[config.mk]
export PLATFORM = sky130hd
export DESIGN_NAME = asp_host
export DESIGN_NICKNAME = d
export VERILOG_FILES = /design/src/verilog/asp_bitrev.v /design/src/verilog/asp_host.v
export VERILOG_INCLUDE_DIRS = /design/src /design/src/include
export SDC_FILE = /design/constraint.sdc
export NUM_CORES = 1
export LEC_CHECK = 0
export BUFFER_PORTS_ARGS = -buffer_cell sky130_fd_sc_hd__buf_2
export CAP_MARGIN = 10
export CORE_MARGIN = 2
export CORE_UTILIZATION = 55
export CTS_CLUSTER_DIAMETER = 80
export DETAILED_ROUTE_END_ITERATION = 10
export PLACE_DENSITY = 0.77
export SYNTH_ARGS = -nofsm -noshare
export SYNTH_HDL_FRONTEND = slang
export SYNTH_SLANG_ARGS = --single-unit
export TNS_END_PERCENT = 20
[constraint.sdc]
create_clock -name clk_sys -period 5.8 [get_ports clk_sys]
set_input_delay 0.87 -clock clk_sys [delete_from_list [all_inputs] [get_ports clk_sys]]
set_output_delay 0.87 -clock clk_sys [all_outputs]
set_load 0.01 [all_outputs]
[src/include/asp_defines.vh]
`ifndef ASP_DEFINES_VH
`define ASP_DEFINES_VH
// ==========================================
// word and timing constants
`define ASP_WORD_BITS 24
`define ASP_BYTE_BITS 8
`define ASP_CLK_PERIOD_NS 4
`define ASP_SCLK_HALF_NS 80
`define ASP_SCLK_HALF_CYC (`ASP_SCLK_HALF_NS / `ASP_CLK_PERIOD_NS)
// ==========================================
// command codes
`define ASP_CMD_READ_OUT 2'd0
`define ASP_CMD_READ_CTRL 2'd1
`define ASP_CMD_READ_CAL 2'd2
`define ASP_CMD_WRITE 2'd3
`endif

[src/verilog/asp_bitrev.v]
`include "asp_defines.vh"
// ==========================================
// byte-wise bit order reversal for lsb-first host ports
module asp_bitrev #(
    parameter N = 24
) (
    // data
    input wire [N-1:0] din,
    input wire enable,
    output reg [N-1:0] dout
);
    integer i;
    // swap bit order inside each byte so lsb-first ports see msb-first order
    always @* begin
        dout = din;
        if (enable) begin
            for (i = 0; i < N; i = i + 1) begin
                dout[i] = din[(i / 8) * 8 + 7 - (i % 8)];
            end
        end
    end
endmodule // asp_bitrev

[src/verilog/asp_host.v]
`include "asp_defines.vh"
// ==========================================
// host end of the converter serial port, host supplies the serial clock
module asp_host #(
    parameter HALF_CYC = `ASP_SCLK_HALF_CYC,
    parameter WORD_BITS = `ASP_WORD_BITS
) (
    // clock and reset
    input wire clk_sys,
    input wire rst_n,
    input wire clk_en,
    // command port
    input wire cmd_valid,
    input wire [1:0] cmd_op,
    input wire [1:0] cmd_bytes,
    input wire cmd_lsb_first,
    input wire [WORD_BITS-1:0] cmd_wdata,
    output reg cmd_ready,
    output reg rsp_valid,
    output reg [WORD_BITS-1:0] rsp_rdata,
    output reg rsp_ready_seen,
    // device pins
    output reg sclk_q,
    output reg read_frame_n,
    output reg write_frame_n,
    output reg register_select,
    output reg sdata_o,
    output reg sdata_oe_n,
    input wire sdata_i,
    input wire data_ready_n
);
    localparam ST_IDLE = 3'd0;
    localparam ST_WAIT = 3'd1;
    localparam ST_LOW = 3'd2;
    localparam ST_HIGH = 3'd3;
    localparam ST_GAP = 3'd4;
    localparam ST_DONE = 3'd5;
    localparam [7:0] HALF = HALF_CYC;

    // ==========================================
    // pin synchronisers
    reg sdi_m_q, sdi_q, rdy_m_q, rdy_q;
    always @(posedge clk_sys or negedge rst_n) begin
        if (!rst_n) begin
            sdi_m_q <= 1'b0;
            sdi_q <= 1'b0;
            rdy_m_q <= 1'b1;
            rdy_q <= 1'b1;
        end else if (clk_en) begin
            sdi_m_q <= sdata_i;
            sdi_q <= sdi_m_q;
            rdy_m_q <= data_ready_n;
            rdy_q <= rdy_m_q;
        end
    end

    // ==========================================
    // bit order handling within each byte
    wire [WORD_BITS-1:0] wdata_msb;
    wire [WORD_BITS-1:0] sh_rev;
    reg [WORD_BITS-1:0] sh_q;
    reg lsb_q;
    asp_bitrev #(.N(WORD_BITS)) u_wrev (
        .din(cmd_wdata),
        .enable(cmd_lsb_first),
        .dout(wdata_msb)
    );
    asp_bitrev #(.N(WORD_BITS)) u_rrev (
        .din(sh_q),
        .enable(lsb_q),
        .dout(sh_rev)
    );

    // ==========================================
    // transfer sequencer
    reg [2:0] st_q;
    reg [1:0] op_q;
    reg [7:0] tick_q;
    reg [4:0] bit_q;
    reg [2:0] inbyte_q;
    reg [1:0] bpo_q;
    wire tick_done = (tick_q == HALF - 8'd1);
    wire is_wr = (op_q == `ASP_CMD_WRITE);

    always @(posedge clk_sys or negedge rst_n) begin
        if (!rst_n) begin
            st_q <= ST_IDLE;
            op_q <= 2'd0;
            tick_q <= 8'd0;
            bit_q <= 5'd0;
            inbyte_q <= 3'd0;
            bpo_q <= 2'd3;
            lsb_q <= 1'b0;
            sh_q <= {WORD_BITS{1'b0}};
            cmd_ready <= 1'b0;
            rsp_valid <= 1'b0;
            rsp_rdata <= {WORD_BITS{1'b0}};
            rsp_ready_seen <= 1'b0;
            sclk_q <= 1'b0;
            read_frame_n <= 1'b1;
            write_frame_n <= 1'b1;
            register_select <= 1'b1;
            sdata_o <= 1'b0;
            sdata_oe_n <= 1'b1;
        end else if (clk_en) begin
            rsp_valid <= 1'b0;
            rsp_ready_seen <= ~rdy_q;
            tick_q <= tick_done ? 8'd0 : tick_q + 8'd1;
            case (st_q)
                ST_IDLE: begin
                    cmd_ready <= 1'b1;
                    sclk_q <= 1'b0;
                    if (cmd_valid && cmd_ready) begin
                        cmd_ready <= 1'b0;
                        op_q <= cmd_op;
                        lsb_q <= cmd_lsb_first;
                        sh_q <= wdata_msb; // msb first on the wire
                        bpo_q <= (cmd_bytes == 2'd0) ? 2'd3 : cmd_bytes;
                        bit_q <= 5'd0;
                        inbyte_q <= 3'd0;
                        tick_q <= 8'd0;
                        st_q <= ST_WAIT;
                    end
                end
                ST_WAIT: begin
                    // output reads hold off until data-ready is low; others ignore it
                    if (op_q != `ASP_CMD_READ_OUT || !rdy_q) begin
                        // control read uses select low with the read strobe
                        // writes always land in the control register
                        register_select <= (op_q == `ASP_CMD_READ_CTRL) ? 1'b0 :
                            (op_q == `ASP_CMD_WRITE) ? 1'b0 : 1'b1;
                        if (is_wr) begin
                            write_frame_n <= 1'b0; // only one strobe low
                            sdata_oe_n <= 1'b0;
                            sdata_o <= sh_q[WORD_BITS-1];
                        end else begin
                            read_frame_n <= 1'b0;
                        end
                        tick_q <= 8'd0;
                        st_q <= ST_LOW;
                    end
                end
                ST_LOW: begin
                    if (tick_done) begin
                        sclk_q <= 1'b1; // device samples write data while high
                        if (!is_wr) begin
                            // read bit valid before the rising edge
                            sh_q <= {sh_q[WORD_BITS-2:0], sdi_q};
                        end
                        st_q <= ST_HIGH;
                    end
                end
                ST_HIGH: begin
                    if (tick_done) begin
                        sclk_q <= 1'b0;
                        if (is_wr) begin
                            sh_q <= {sh_q[WORD_BITS-2:0], 1'b0};
                            sdata_o <= sh_q[WORD_BITS-2];
                        end
                        bit_q <= bit_q + 5'd1;
                        inbyte_q <= inbyte_q + 3'd1;
                        if (bit_q == WORD_BITS - 1) begin
                            st_q <= ST_DONE;
                        end else if (inbyte_q == 3'd7 && bpo_q != 2'd1) begin
                            st_q <= ST_GAP; // strobe rises during sclk low
                        end else begin
                            st_q <= ST_LOW;
                        end
                    end
                end
                ST_GAP: begin
                    // strobe high for one cycle less than a half period between byte operations
                    if (tick_done) begin
                        if (read_frame_n && write_frame_n) begin
                            if (is_wr) begin
                                write_frame_n <= 1'b0;
                            end else begin
                                read_frame_n <= 1'b0;
                            end
                            st_q <= ST_LOW;
                        end
                    end else if (tick_q == 8'd0) begin
                        read_frame_n <= 1'b1;
                        write_frame_n <= 1'b1;
                        inbyte_q <= 3'd0;
                    end
                end
                ST_DONE: begin
                    // raise strobe after 24 bits and restore idle levels in the same cycle
                    read_frame_n <= 1'b1;
                    write_frame_n <= 1'b1;
                    register_select <= 1'b1;
                    sdata_oe_n <= 1'b1;
                    sdata_o <= 1'b0;
                    rsp_valid <= ~is_wr;
                    rsp_rdata <= sh_rev;
                    st_q <= ST_IDLE;
                end
                default: begin
                    st_q <= ST_IDLE;
                end
            endcase
        end
    end
endmodule // asp_host
==> metrics.csv <==
stage,metric,value,unit
route,first_iter_violations,219,
grt,grt_pass1_vias,3389,
sta,slew_headroom,27.17,%
die,die_x,95.40,µm
layout,nets,550,
synthesis,synth_seq_cells,85,
layout,drive_gt1_share,23.50,%
synthesis,synthSimpleGateAreaFrac,13.34,%
synthesis,synth_cells,462,
clocking,post_cts_resized,0,
setup_path,crit_buf_inv,0,
synthesis,synth_fa_ha_area_share,1.362,%
setup_path,crit_path_cell_trace,ha_1 > nand4bb_1 > o21ai_2 > nand3_2 > mux2_1,
clocking,clockRootBuffer,clkbuf_8,
synthesis,synth_edf_count,0,
synthesis,synthArstFlopShare,100.0,%
die,core_area,0.008175,mm²
layout,multi_input_area,0.002257,mm²
route,wl,9572,µm
clocking,cts.path.max_buffers,2,
grt,grt_pass1_wl,16050,µm
power,p_leak,2.428,nW
hold_path,hp-class,in2async,
layout,stdcell_count,620,
die,dieArea,0.009100,mm²
route,drtAntennaViolNets,0,
setup_path,endpoint_kind,register,
flow_run,max_cap_violations,0,
die,fp-row-count,33,
setup_path,cp.required,6.04,ns
setup_path,worstPathArrival,2.81,ns
die,pin_count,68,
placement,post-dp-hpwl,6621,µm
sta,fin_crit,2.572,ns
layout,final_common_cell,dfrtp_1,
layout,fill_cells,705,
layout,final_area,0.005144,mm²
synthesis,syn_nets,502,
setup_path,cp_slowest_stage_delay,0.54,ns
setup_path,rrSetupSlack,3.23,ns
grt,grtUsageTotal,22.68,%
grt,antenna_found_initial,0,
route,avgViaCountPerCell,5.790,
clocking,htreeDepth,3,
grt,grt.overflow.total,0,
setup_path,worstSetupStartpointType,register,
power,peakVddDrop,185.6,µV
clocking,cts_sinks,85,
power,powerDensity,411.6,mW/mm²
placement,place_congestion,0.8461,
sta,whs,0.4113,ns
setup_path,path_max_fanout,24,
synthesis,yosys_warnings,0,
placement,dp_worst_setup_slack,2.994,ns
synthesis,synth_area_leaders,"dfrtp_1 42%, mux2i_1 11%, o21ai_0 6.5%",
sta,post-route-period-util,44.35,%
die,start_util,56.20,%
synthesis,yosysTopAreaCell,dfrtp_1,
placement,io_buffers,67,
synthesis,yosys.area_share.xor_xnor,0.7625,%
synthesis,synth_area,0.004594,mm²
clocking,insertion_delay,0.35,ns
power,power,2.117,mW
sta,fin_ws,3.228,ns
layout,fin_util,62.92,%
route,drc,0,
clocking,cts_setup_buffers,0,
layout,syn_to_final_growth,11.96,%
die,die_y,95.40,µm
layout,ff_latch_area,0.002137,mm²
layout,diodes,0,
placement,placedInstanceArea,0.004950,mm²
synthesis,synth_seq_area_share,46.51,%
clocking,cts_tree,yes,
sta,worstMarginPinSlew,1.065,ns
layout,final_cell_mix,"77 x dfrtp_1, 66 x buf_2, 65 x nand2_1",
route,dr.pass1.iters,5,
clocking,hold_buffers,0,
synthesis,muxShareOfSynthArea,19.44,%
setup_path,crit_slowest_cell,mux2_1,
sta,drv_slew,0,
run_status,status,completed,
clocking,clkSlewWorstSetupHoldPaths,0.09,ns
placement,place_inst,604,
synthesis,synth_top_area_share,41.94,%
grt,grt_max_degree,61,
synthesis,syn_avg_cell_area,9.945,µm²
sta,report.final.hold_viol_count,0,
synthesis,yosysUniqueCellTypes,52,
clocking,cts_buffers,9,
sta,setup_viol,0,
route,vias,3590,
setup_path,cp_top_family,simple AND/OR/NAND/NOR gates,
sta,final.setup.tns,0,ns
sta,fin_skew,0.009169,ns
synthesis,synth_top_family_by_area,multiplexers,
synthesis,synth-compound-area-share,14.16,%
synthesis,synthFlopType,dfrtp_1,
sta,rsz0062_at_grt,no,
sta,max_freq,388.8,MHz
route,routedWlPerCell,15.44,µm
setup_path,critPathKind,reg2reg,
==> cell usage after synthesis, types with 4 or more instances <==
cell type	n
nor3_1	8
dfstp_2	8
o2bb2ai_1	4
a21oi_1	15
inv_1	15
nor4_1	4
buf_1	4
mux2_1	11
mux2_2	23
nor2_1	8
a22o_1	6
clkbuf_1	25
nand2_1	65
ha_1	5
mux2i_1	51
o21ai_0	60
nand3_1	11
nand4_1	4
nand2b_1	4
dfrtp_1	77
==> power by group <==
group / total, mW / leakage (nW) / switching (mW) / internal [mW]
Combinational: 0.745 / 1.24 / 0.397 / 0.348
Clock: 0.421 / 0.100 / 0.211 / 0.211
Sequential: 0.951 / 1.08 / 0.193 / 0.758
Total: 2.12 / 2.43 / 0.800 / 1.32
==> kinds of logic (layout without fill, tap and decap cells) <==
family | count (synthesis) | count (layout)
adder cells (fa/ha/maj) | 5 | 5
multiplexers | 85 | 85
AND/OR/NAND/NOR | 126 | 126
buffers and inverters | 49 | 102
AO/OA/AOI/OAI | 108 | 108
flip-flops | 85 | 85
XOR/XNOR | 4 | 4
==> worst paths after layout <==
| kind | cells after the start | from | endpoint |
|---|---|---|---|
| hold / removal | 1 | rst_n | tick_q[0] |
| min in group clk_sys | 2 | rsp_rdata[21] | rsp_rdata[21] |
| setup / recovery | 5 | tick_q[0] | sh_q[21] |
| max in group asynchronous | 2 | rst_n | sh_q[11] |
| setup reg to reg | 5 | tick_q[0] | sh_q[21] |
| hold reg to reg | 2 | rsp_rdata[21] | rsp_rdata[21] |
==> cell type report <==
cell class	instances	area share (%)
clock buffer	12	2.822
tap	105	2.554
clock inverter	4	0.9487
timing repair buffer	71	7.152
inverter	15	1.095
multi-input combinational	328	43.88
sequential	85	41.55
==> worst register-to-register path: cells and delay by family, from the launching register on <==
| family | cells | cell delay [ns] |
|---|---|---|
| flip-flops | 1 | 0.40 |
| AO/OA/AOI/OAI | 1 | 0.30 |
| adder cells (fa/ha/maj) | 1 | 0.30 |
| multiplexers | 1 | 0.54 |
| AND/OR/NAND/NOR | 2 | 0.91 |
==> sequential cells by signal, indices dropped and copies added, names as in the netlist, 2 cells and up <==
name       cells
rsp_rdata     24
tick_q         8
inbyte_q       3
bit_q          5
op_q           2
sh_q          24
bpo_q          2
st_q           3
==> metal layers <==
layer  track usage, %  vias up  part of all wire [%]
li1                 -     1753                     -
met2            35.97       80                    48
met4            8.095        0                   1.1
met3            3.320       13                   4.0
met1            31.97     1744                    47
met5                0        -                     0
Power figures use the tool's default switching activity.
